**src/core/stpcs_pkg.sv**
```systemverilog
// Constants for the shared timer prescaler and clock select block.
// Assumes one 20 MHz system clock and a synchronous active-high reset.
package stpcs_pkg;
  localparam logic [5:0] CTRL_ADDR = 6'h20;
  localparam logic [7:0] CTRL_RESET = 8'h00;
  localparam int HOLD_BIT = 7;
  localparam int SHARED_RST_BIT = 0;
  localparam int OTHER_RST_BIT = 1;
  localparam int NUM_COUNTERS = 3;
  localparam int DIV_WIDTH = 10;
  localparam logic [2:0] SEL_STOP = 3'h0;
  localparam logic [2:0] SEL_DIRECT = 3'h1;
  localparam logic [2:0] SEL_DIV8 = 3'h2;
  localparam logic [2:0] SEL_DIV64 = 3'h3;
  localparam logic [2:0] SEL_DIV256 = 3'h4;
  localparam logic [2:0] SEL_DIV1024 = 3'h5;
  localparam logic [2:0] SEL_PIN_FALL = 3'h6;
  localparam logic [2:0] SEL_PIN_RISE = 3'h7;
  localparam logic [9:0] MASK_DIV8 = 10'h007;
  localparam logic [9:0] MASK_DIV64 = 10'h03f;
  localparam logic [9:0] MASK_DIV256 = 10'h0ff;
  localparam logic [9:0] MASK_DIV1024 = 10'h3ff;
endpackage

```
**src/core/stpcs_clock_select.sv**
```systemverilog
// One counter's clock select: pin sampling, edge detection and tap choice.
// Assumes taps come from the shared prescaler on the same clock.
module stpcs_clock_select
(
  input wire logic clk, // System clock
  input wire logic rst, // Synchronous reset
  input wire logic [2:0] select, // Clock source select code
  input wire logic [3:0] taps, // Prescaler tap pulses, 8 to 1024
  input wire logic pin, // Asynchronous external count pin
  output logic tick // Counter tick pulse
);
  logic sync_a;
  logic sync_b;
  logic sync_prev;
  logic pin_rise;
  logic pin_fall;
  logic next_tick;

  // Two flops on the rising edge stand in for latch plus flop; prev feeds the edge detector
  always_ff @(posedge clk)
  begin
    if (rst)
    begin
      sync_a <= 1'b0;
      sync_b <= 1'b0;
      sync_prev <= 1'b0;
    end
    else
    begin
      sync_a <= pin;
      sync_b <= sync_a;
      sync_prev <= sync_b;
    end
  end

  assign pin_rise = sync_b & ~sync_prev;
  assign pin_fall = ~sync_b & sync_prev;

  // Source choice; pin edges bypass the divider entirely
  always_comb
  begin
    unique case (select)
      stpcs_pkg::SEL_STOP: next_tick = 1'b0;
      stpcs_pkg::SEL_DIRECT: next_tick = 1'b1;
      stpcs_pkg::SEL_DIV8: next_tick = taps[0];
      stpcs_pkg::SEL_DIV64: next_tick = taps[1];
      stpcs_pkg::SEL_DIV256: next_tick = taps[2];
      stpcs_pkg::SEL_DIV1024: next_tick = taps[3];
      stpcs_pkg::SEL_PIN_FALL: next_tick = pin_fall;
      stpcs_pkg::SEL_PIN_RISE: next_tick = pin_rise;
    endcase
  end

  // Direct mode must tick every cycle, so the tick is combinational
  assign tick = next_tick;
endmodule

```
**src/core/stpcs_prescaler.sv**
```systemverilog
// Top: shared free-running prescaler, control register and three clock selects.
// Assumes a simple 8-bit I/O register port on the system clock.
module stpcs_prescaler
(
  input wire logic CLOCK, // System clock, 20 MHz
  input wire logic RESET, // Synchronous reset, active high
  input wire logic [5:0] IO_ADDR, // I/O register address
  input wire logic IO_WRITE, // Write strobe
  input wire logic IO_READ, // Read strobe
  input wire logic [7:0] IO_WDATA, // Write data
  output logic [7:0] IO_RDATA, // Read data, registered
  input wire logic [2:0] COUNTER_CLOCK_SOURCE_SELECT [3], // Per-counter select code
  input wire logic [2:0] EXTERNAL_COUNT_PIN, // Asynchronous count pins
  output logic [2:0] COUNTER_TICK, // Per-counter tick pulses
  output logic OTHER_DIVIDER_RESET // Reset bit for the separate prescaler
);
  logic [stpcs_pkg::DIV_WIDTH-1:0] divider;
  logic hold_mode;
  logic shared_divider_reset;
  logic other_reset;
  logic ctrl_write;
  logic [3:0] taps;
  logic [7:0] ctrl_value;
  logic [7:0] next_rdata;

  assign ctrl_write = IO_WRITE && (IO_ADDR == stpcs_pkg::CTRL_ADDR);
  assign ctrl_value = {hold_mode, 5'h00, other_reset, shared_divider_reset};
  assign next_rdata = (IO_READ && IO_ADDR == stpcs_pkg::CTRL_ADDR) ? ctrl_value : 8'h00;

  // Control register: reset bits latch only while hold mode is on
  always_ff @(posedge CLOCK)
  begin
    if (RESET)
    begin
      hold_mode <= stpcs_pkg::CTRL_RESET[stpcs_pkg::HOLD_BIT];
      shared_divider_reset <= stpcs_pkg::CTRL_RESET[stpcs_pkg::SHARED_RST_BIT];
      other_reset <= stpcs_pkg::CTRL_RESET[stpcs_pkg::OTHER_RST_BIT];
    end
    else if (ctrl_write)
    begin
      hold_mode <= IO_WDATA[stpcs_pkg::HOLD_BIT];
      shared_divider_reset <= IO_WDATA[stpcs_pkg::HOLD_BIT] & IO_WDATA[stpcs_pkg::SHARED_RST_BIT];
      other_reset <= IO_WDATA[stpcs_pkg::HOLD_BIT] & IO_WDATA[stpcs_pkg::OTHER_RST_BIT];
    end
    else if (!hold_mode)
    begin
      shared_divider_reset <= 1'b0;
      other_reset <= 1'b0;
    end
  end

  // A pulsed write without hold mode must still reset the divider this cycle
  logic divider_clear;
  assign divider_clear = shared_divider_reset | (ctrl_write & IO_WDATA[stpcs_pkg::SHARED_RST_BIT]);

  // Free-running divider, blind to every counter's select
  always_ff @(posedge CLOCK)
  begin
    if (RESET || divider_clear)
      divider <= '0;
    else
      divider <= divider + 10'h001;
  end

  // Tap pulses fire when the low bits wrap; phase gives 1 to N+1 latency
  assign taps[0] = !divider_clear && (divider & stpcs_pkg::MASK_DIV8) == stpcs_pkg::MASK_DIV8;
  assign taps[1] = !divider_clear && (divider & stpcs_pkg::MASK_DIV64) == stpcs_pkg::MASK_DIV64;
  assign taps[2] = !divider_clear && (divider & stpcs_pkg::MASK_DIV256) == stpcs_pkg::MASK_DIV256;
  assign taps[3] = !divider_clear && divider == stpcs_pkg::MASK_DIV1024;

  // Read data and the other reset come from flops
  always_ff @(posedge CLOCK)
  begin
    if (RESET)
      IO_RDATA <= 8'h00;
    else
      IO_RDATA <= next_rdata;
  end
  assign OTHER_DIVIDER_RESET = other_reset;

  // One select unit per counter, all sharing one divider
  genvar g;
  for (g = 0; g < stpcs_pkg::NUM_COUNTERS; g++)
  begin : g_sel
    stpcs_clock_select u_sel
    (
      .clk(CLOCK),
      .rst(RESET),
      .select(COUNTER_CLOCK_SOURCE_SELECT[g]),
      .taps(taps),
      .pin(EXTERNAL_COUNT_PIN[g]),
      .tick(COUNTER_TICK[g])
    );
  end
endmodule

```
**config.mk**
```make
export PLATFORM = sky130hd
export DESIGN_NAME = stpcs_prescaler
export DESIGN_NICKNAME = d
export VERILOG_FILES = /design/src/core/stpcs_pkg.sv /design/src/core/stpcs_clock_select.sv /design/src/core/stpcs_prescaler.sv
export SDC_FILE = /design/constraint.sdc
export NUM_CORES = 1
export LEC_CHECK = 0
export ABC_AREA = 1
export BUFFER_PORTS_ARGS = -buffer_cell sky130_fd_sc_hd__buf_2
export CORE_MARGIN = 2
export CORE_UTILIZATION = 35
export DETAILED_ROUTE_END_ITERATION = 12
export GPL_ROUTABILITY_DRIVEN = 0
export PLACE_DENSITY_LB_ADDON = 0.08
export SLEW_MARGIN = 20
export SYNTH_ARGS = -nofsm -noshare
export SYNTH_HDL_FRONTEND = slang
export SYNTH_HIERARCHICAL = 1
export SYNTH_SLANG_ARGS = --single-unit
```
**constraint.sdc**
```tcl
create_clock -name CLOCK -period 2 [get_ports CLOCK]
set_input_delay 0.4 -clock CLOCK [delete_from_list [all_inputs] [get_ports CLOCK]]
set_output_delay 0.4 -clock CLOCK [all_outputs]
set_load 0.02 [all_outputs]
```
==> out/metrics.csv, run 1 <==
metric,value,unit
report.final.slew_viol_count,0,
timing.fmax,476,MHz
failed_checks,setup timing,
synth.avg_cell_area,6.62,um2
dp_hpwl,2010,um
critical-path-top-delay-family,simple AND/OR/NAND/NOR gates,
ios,42,
crit_path_cell_trace,ha_4 > nand3_4 > nor2_4 > nand2_2 > inv_2 > nand3_4 > nor2_4 > nand4_1 > nand2_1 > nor2_1 > nand2_1 > buf_6,
synth_top_family_by_area,simple AND/OR/NAND/NOR gates,
antenna_violations_before_repair,0,
hold_class,input port to flip-flop,
dr_total_vias,1336,
drc,0,
ranking_of_synthesized_cells_by_area,"dfxtp_1 (37%), nor2_1 (12%), inv_1 (11%)",
post_synth_and_or_nand_nor_area_fraction,0.428,
finalHoldWorstSlack,0.339,ns
pwr_density_cell,512,nW/um2
ys_ff_latch,25,
dieArea,4370,um2
grt_pass1_wl,4800,um
firstDrtPassIters,4,
setup-tns-final,-0.347,ns
ant_nets,0,
wl,2680,um
number_of_port_buffers,31,
finalHoldViolations,0,
avgViaCountPerCell,4.35,
drt-wirelength-per-cell,8.74,um
synth.top_cells.by_count,"nor2_1 (42), inv_1 (41), nand2_1 (37), dfxtp_1 (25), nand3_1 (18)",
max-clock-path-buffers,2,
timing.clock.skew,0.00653,ns
worst_slack,-0.102,ns
setup.worst_path.class,flip-flop to primary output,
result_of_the_run,"complete, but fails checks",
floorplan.core_area,3690,um2
clock_sinks,25,
synth_area,1350,um2
insertedDiodeCount,0,
crit_slowest_cell,dfxtp_2,
synth-edff-count,0,
cts_hold_repair.buffers,0,
ys_seq_area_frac,0.370,
areaGrowthSynthToFinish,35.3,%
leading_cell_type_by_number_of_instances_after_synthesis,nor2_1,
cell_variety_after_synth,20,
die_width,66.1,um
clockRootBuffer,clkbuf_8,
postSynth.topFlopCell,dfxtp_1,
cts.reportedPaths.clkPinSlew,0.08,ns
postSynthCellCount,204,
timing.critical_path.from_type,flip-flop,
endpoint_required_time_on_the_critical_path,1.60,ns
synth_top_cell_by_area,dfxtp_1,
final_net_count,292,
cts-buffers-inserted,3,
ys_async_sr_fraction,0,
cts_tree,built,
layout-drive-gt1-share,0.290,
unrepaired_setup_endpoints_after_global_routing,yes,
initial_utilization,0.366,
cp_data_arrival_time,1.70,ns
placed_cell_area,1630,um2
grt_pass1_vias,1198,
synthMuxAreaShare,0,
core.rowCount,22,
final-setup-viol-count,4,
cts_max_level,1,
power.leakage,0.910,nW
synth_fa_ha_area_frac,0.0185,
synth_top_area_share,0.370,
grt_util_all_layers,0.139,
post-route-cell-area,1830,um2
synth_xor_xnor_area_share,0.0194,
clk-insertion-delay-late,0.27,ns
synth-warning-count,6,
crit_path_end_kind,primary output,
grt_start_max_net_pins,14,
initialDrtViolationCount,34,
final.period_utilization,1.05,
slowest_delay,0.36,ns
path_buf_inv,2,
layout_min_cycle_time,2.10,ns
post-route-util,0.496,
worst_vdd_rail_ir_drop,0.351,mV
synth-compound-area-share,0.0194,
die-height,66.1,um
number_of_max_cap_violations,0,
grt_remaining_overflow,0,
crit_path_max_fanout,3,
-- cells by family after synthesis --
| kind of cell | after synthesis |
|---|---|
| buffers and inverters | 46 |
| DFF | 25 |
| adders and majority gates | 2 |
| AOI/OAI and AO/OA | 4 |
| and+or+nand+nor | 123 |
| xor gates and xnor gates | 3 |
| other | 1 |
-- registers in the layout, indices dropped and copies added, names as in the netlist --
name                   flops
IO_RDATA                   3
divider                   10
OTHER_DIVIDER_RESET        1
g_sel.u_sel/sync_a         3
g_sel.u_sel/sync_b         3
g_sel.u_sel/sync_prev      3
hold_mode                  1
shared_divider_reset       1
-- power breakdown --
group	switching [mW]	total (mW)	internal (mW)
Clock	0.149	0.291	0.142
Sequential	0.00784	0.519	0.511
Combinational	0.0714	0.126	0.0545
Total	0.228	0.935	0.708
-- final timing paths --
check	startpoint	endpoint	slack, ns	cells after the start
setup / recovery	divider[0]$_SDFF_PP0_	COUNTER_TICK[0]	-0.10	12
hold reg to reg	g_sel[1].u_sel/sync_a$_SDFF_PP0_	g_sel[1].u_sel/sync_b$_SDFF_PP0_	0.40	2
setup reg to reg	divider[0]$_SDFF_PP0_	divider[4]$_SDFF_PP0_	-0.07	14
hold / removal	EXTERNAL_COUNT_PIN[0]	g_sel[0].u_sel/sync_a$_SDFF_PP0_	0.34	3
-- final cells by class --
class                   instances  area (um2)
fillers                       393        1860
multi-input cells             137         727
flip-flops and latches         25         503
repair buffers                 52         339
inverters                      41         154
well taps                      48        60.1
clock buffers                   4        45.0
-- worst reg2reg max path, cell delays in order, from the launching register on --
cell and delay [ns]:
dfxtp_2 0.36, ha_4 0.15, nand3_4 0.08, buf_4 0.15, buf_6 0.10, buf_4 0.11
buf_4 0.12, buf_4 0.12, buf_4 0.12, buf_4 0.12, buf_4 0.12, buf_4 0.12
buf_4 0.12, xor2_1 0.12, nor2_1 0.06
-- per-stage QoR --
step | total power [mW] | instances | worst slack (ns)
6_report | 0.935 | 307 | -0.102
3_5_place_dp | 0.643 | 293 | -0.0758
5_1_grt | 0.985 | 307 | -0.267
2_1_floorplan | 0.591 | 208 | 0.0658
3_3_place_gp | 0.643 | 293 | -0.0628
4_1_cts | 0.946 | 307 | -0.216
-- timing repair --
action                                  CTS  global route
endpoints found under the setup margin    3             4
resized for setup                        12            10
pin swaps                                15             8
buffers inserted                         10             2
-- cells in the final DEF, fill, tap and decap left out, types with 2 or more instances in the layout --
| master | n |
|---|---|
| inv_2 | 2 |
| clkbuf_8 | 3 |
| dfxtp_1 | 23 |
| nor2_4 | 3 |
| xor2_1 | 2 |
| nor2_2 | 4 |
| conb_1 | 5 |
| buf_4 | 19 |
| nand2_2 | 3 |
| nand3b_1 | 4 |
| buf_2 | 28 |
| nand4_1 | 8 |
| nor3_1 | 3 |
| inv_1 | 39 |
| nand2_1 | 35 |
| a21oi_1 | 3 |
| nor2_1 | 41 |
| buf_6 | 5 |
| nand3_1 | 18 |
| nand3_4 | 4 |
| dfxtp_2 | 2 |
-- layer usage --
layer,up-vias,share of wire,track usage
li1,725,-,-
met1,578,0.50,0.178
met2,28,0.44,0.231
met3,5,0.044,0.0239
met4,0,0.015,0.0536
met5,-,0,0
Power figures use the tool's default switching activity.
==> run 2, diff against run 1 <==
Settings changed: ABC_AREA 1 to default.
==> out/metrics.csv, run 2 <==
metric,value,unit,change
result_of_the_run,"complete, but fails checks",,
failed_checks,setup timing,,
number_of_max_cap_violations,0,,unchanged
post_synth_and_or_nand_nor_area_fraction,0.349,,-0.0785
grt_util_met3,0.0286,,+0.00472
clk-insertion-delay-late,0.33,ns,+0.06 ns
ios,42,,unchanged
clockRootBuffer,clkbuf_4,,
synth_xor_xnor_area_share,0.0142,,-0.00523
grt_util_all_layers,0.136,,-0.00293
report.final.slew_viol_count,0,,unchanged
die_width,63.3,um,-4.2%
crit_path_max_fanout,4,,+1
grt_pass1_wl,4370,um,-9.1%
layout-drive-gt1-share,0.429,,+0.140
setup.worst_path.class,input port to primary output,,
antenna_violations_before_repair,0,,unchanged
synth_top_family_by_area,simple AND/OR/NAND/NOR gates,,
path_common_cell,buf_6,,
initialDrtViolationCount,25,,-26%
max-clock-path-buffers,2,,unchanged
dr_total_vias,1085,,-19%
grt_start_max_net_pins,18,,+4
power.leakage,0.710,nW,-22%
ys_async_sr_fraction,0,,unchanged
firstDrtPassIters,4,,unchanged
worst_vdd_rail_ir_drop,0.301,mV,-14%
synth_top_cell_by_area,dfxtp_1,,
insertedDiodeCount,0,,unchanged
ys_ff_latch,25,,unchanged
synth-warning-count,6,,unchanged
clock_sinks,25,,unchanged
placed_cell_area,1520,um2,-6.3%
slowest_delay,0.32,ns,-0.04 ns
unrepaired_setup_endpoints_after_global_routing,yes,,
synth_area,1230,um2,-8.8%
final_net_count,210,,-28%
synth.top_cells.by_count,"dfxtp_1 (25), nor2b_1 (13), nor2_1 (10), inv_1 (7), buf_4 (5)",,
timing.reg2reg.setup_slack,0.67,ns,+0.74 ns
drc,0,,unchanged
finalHoldViolations,0,,unchanged
hold_class,input port to flip-flop,,
global_route.usage.met2,0.241,,+0.00954
postSynth.topFlopCell,dfxtp_1,,
core.rowCount,21,,-4.5%
synth-edff-count,0,,unchanged
crit_path_cell_trace,buf_6 > nor4_4 > a41o_4 > nor3_4 > a211o_1 > a221o_1 > buf_6,,
avgViaCountPerCell,4.87,,+12%
ys_seq_area_frac,0.406,,+0.0357
crit_slowest_cell,a221o_1,,
synth.avg_cell_area,9.48,um2,+43%
cts.reportedPaths.clkPinSlew,0.14,ns,+0.06 ns
wl,2520,um,-6.2%
number_of_port_buffers,31,,unchanged
synthMuxAreaShare,0.0244,,+0.0244
synth-compound-area-share,0.123,,+0.103
ant_nets,0,,unchanged
r2r-start,shared_divider_reset$_SDFFE_PP0P_,,
grt_pass1_vias,1048,,-13%
drt-wirelength-per-cell,11.3,um,+29%
number_of_flip_flops_in_the_largest_register,10,,unchanged
floorplan.core_area,3360,um2,-8.8%
grt_remaining_overflow,0,,unchanged
cp_data_arrival_time,1.86,ns,+0.16 ns
layout_commonest_cell,buf_2,,
timing.fmax,442,MHz,-7.0%
timing.critical_path.from_type,input port,,
post-route-cell-area,1670,um2,-8.7%
postSynthCellCount,130,,-36%
areaGrowthSynthToFinish,35.4,%,
cts_max_level,1,,unchanged
timing.hold.worst.start,EXTERNAL_COUNT_PIN[0],,
endpoint_required_time_on_the_critical_path,1.60,ns,about the same
synth_top_area_share,0.406,,+0.0357
cell_variety_after_synth,36,,+80%
final_cell_mix,"buf_2 (26), dfxtp_1 (22), buf_4 (14)",,
dieArea,4010,um2,-8.3%
cts_tree,built,,
leading_cell_type_by_number_of_instances_after_synthesis,dfxtp_1,,
initial_utilization,0.366,,about the same
grt.met1_usage,0.157,,-0.0205
crit_path_end_kind,primary output,,
worst_slack,-0.260,ns,-0.159 ns
pwr_density_cell,531,nW/um2,+3.7%
layout_min_cycle_time,2.26,ns,+0.159 ns
synth_fa_ha_area_frac,0.0203,,+0.00179
cts-buffers-inserted,3,,unchanged
cts_hold_repair.buffers,0,,unchanged
timing.clock.skew,0.000384,ns,-0.00614 ns
final-setup-viol-count,3,,-1
dp_hpwl,1880,um,-6.4%
final.period_utilization,1.13,,+0.0793
fin_total_pwr,0.886,mW,-5.3%
ranking_of_synthesized_cells_by_area,"dfxtp_1 (41%), nor2b_1 (6.6%), and4bb_1 (3.0%)",,
global_route.peak_usage_layer,met2,,
register_with_the_most_flip_flops,divider,,
timing.critical_path.from,IO_ADDR[1],,
die-height,63.3,um,-4.2%
-- run 2: cell types whose count changed in the layout (fill, tap and decap cells not counted), moves of 4 or more --
cell,before,now
buf_4,19,14
nand2_1,35,1
o21ai_0,0,4
nor2b_1,0,13
nand3_1,18,3
nand4_1,8,3
nand3_4,4,0
nor2_1,41,8
inv_1,39,5
-- run 2: report_power, final --
| group | internal (mW) | switching (mW) | total, mW |
|---|---|---|---|
| combinational | 0.0657 | 0.0613 | 0.127 |
| sequential | 0.512 | 0.00723 | 0.519 |
| clock | 0.0766 | 0.163 | 0.240 |
-- run 2: through the flow --
| step | setup slack (ns) | TNS [ns] | hold slack (ns) | cells | utilization |
|---|---|---|---|---|---|
| 2_1_floorplan | -0.0495 | -0.149 | 0.414 | 134 | - |
| 3_3_place_gp | -0.291 | -0.861 | 0.421 | 217 | 0.453 |
| 3_5_place_dp | -0.317 | -0.931 | 0.427 | 217 | 0.453 |
| 4_1_cts | -0.299 | -0.881 | 0.250 | 222 | 0.488 |
| 5_1_grt | -0.347 | -0.992 | 0.240 | 223 | 0.496 |
| 6_report | -0.260 | -0.772 | 0.269 | 223 | 0.496 |
-- run 2: kinds of logic after synthesis --
kind of cell    count (synthesis)
other cells                     1
flops                          25
simple gates                   62
mux                             3
xor+xnor                        2
compound gates                 21
buf+inv                        14
fa+ha+maj                       2
-- run 2: metal layers --
metal  share of wire  routed length (um)  vias up
li1                -                   -      560
met1            0.45                1140      488
met2            0.48                1200       32
met3           0.053                 134        5
met4           0.017                  43        0
met5               0                   0        -
-- run 2: critical path: cells and delay by family --
| kind | cells | cell delay (ns) |
|---|---|---|
| simple gates | 2 | 0.35 |
| compound gates | 3 | 0.87 |
| buf+inv | 2 | 0.23 |
-- run 2: path summary, 6_finish.rpt --
check / depth (start not counted) / endpoint
worst max register to register: 4 / divider[7]$_SDFF_PP0_
worst max-delay path: 7 / COUNTER_TICK[1]
worst min-delay path: 2 / g_sel[0].u_sel/sync_a$_SDFF_PP0_
worst min register to register: 1 / g_sel[0].u_sel/sync_b$_SDFF_PP0_
-- run 2: repair_timing --
action,4_1_cts,5_1_grt
endpoints found under the setup margin,3,3
hold endpoints to repair,0,0
buffers inserted,1,1
pin swaps,3,10
resized for setup,21,6
-- run 2: area by class of cell --
type / instances / area [um2]
Clock buffer: 3 / 22.5
Clock inverter: 1 / 7.51
Fill cell: 343 / 1690
Inverter: 7 / 26.3
Multi-Input combinational cell: 95 / 748
Sequential cell: 25 / 504
Tap cell: 46 / 57.6
Timing Repair Buffer: 46 / 303
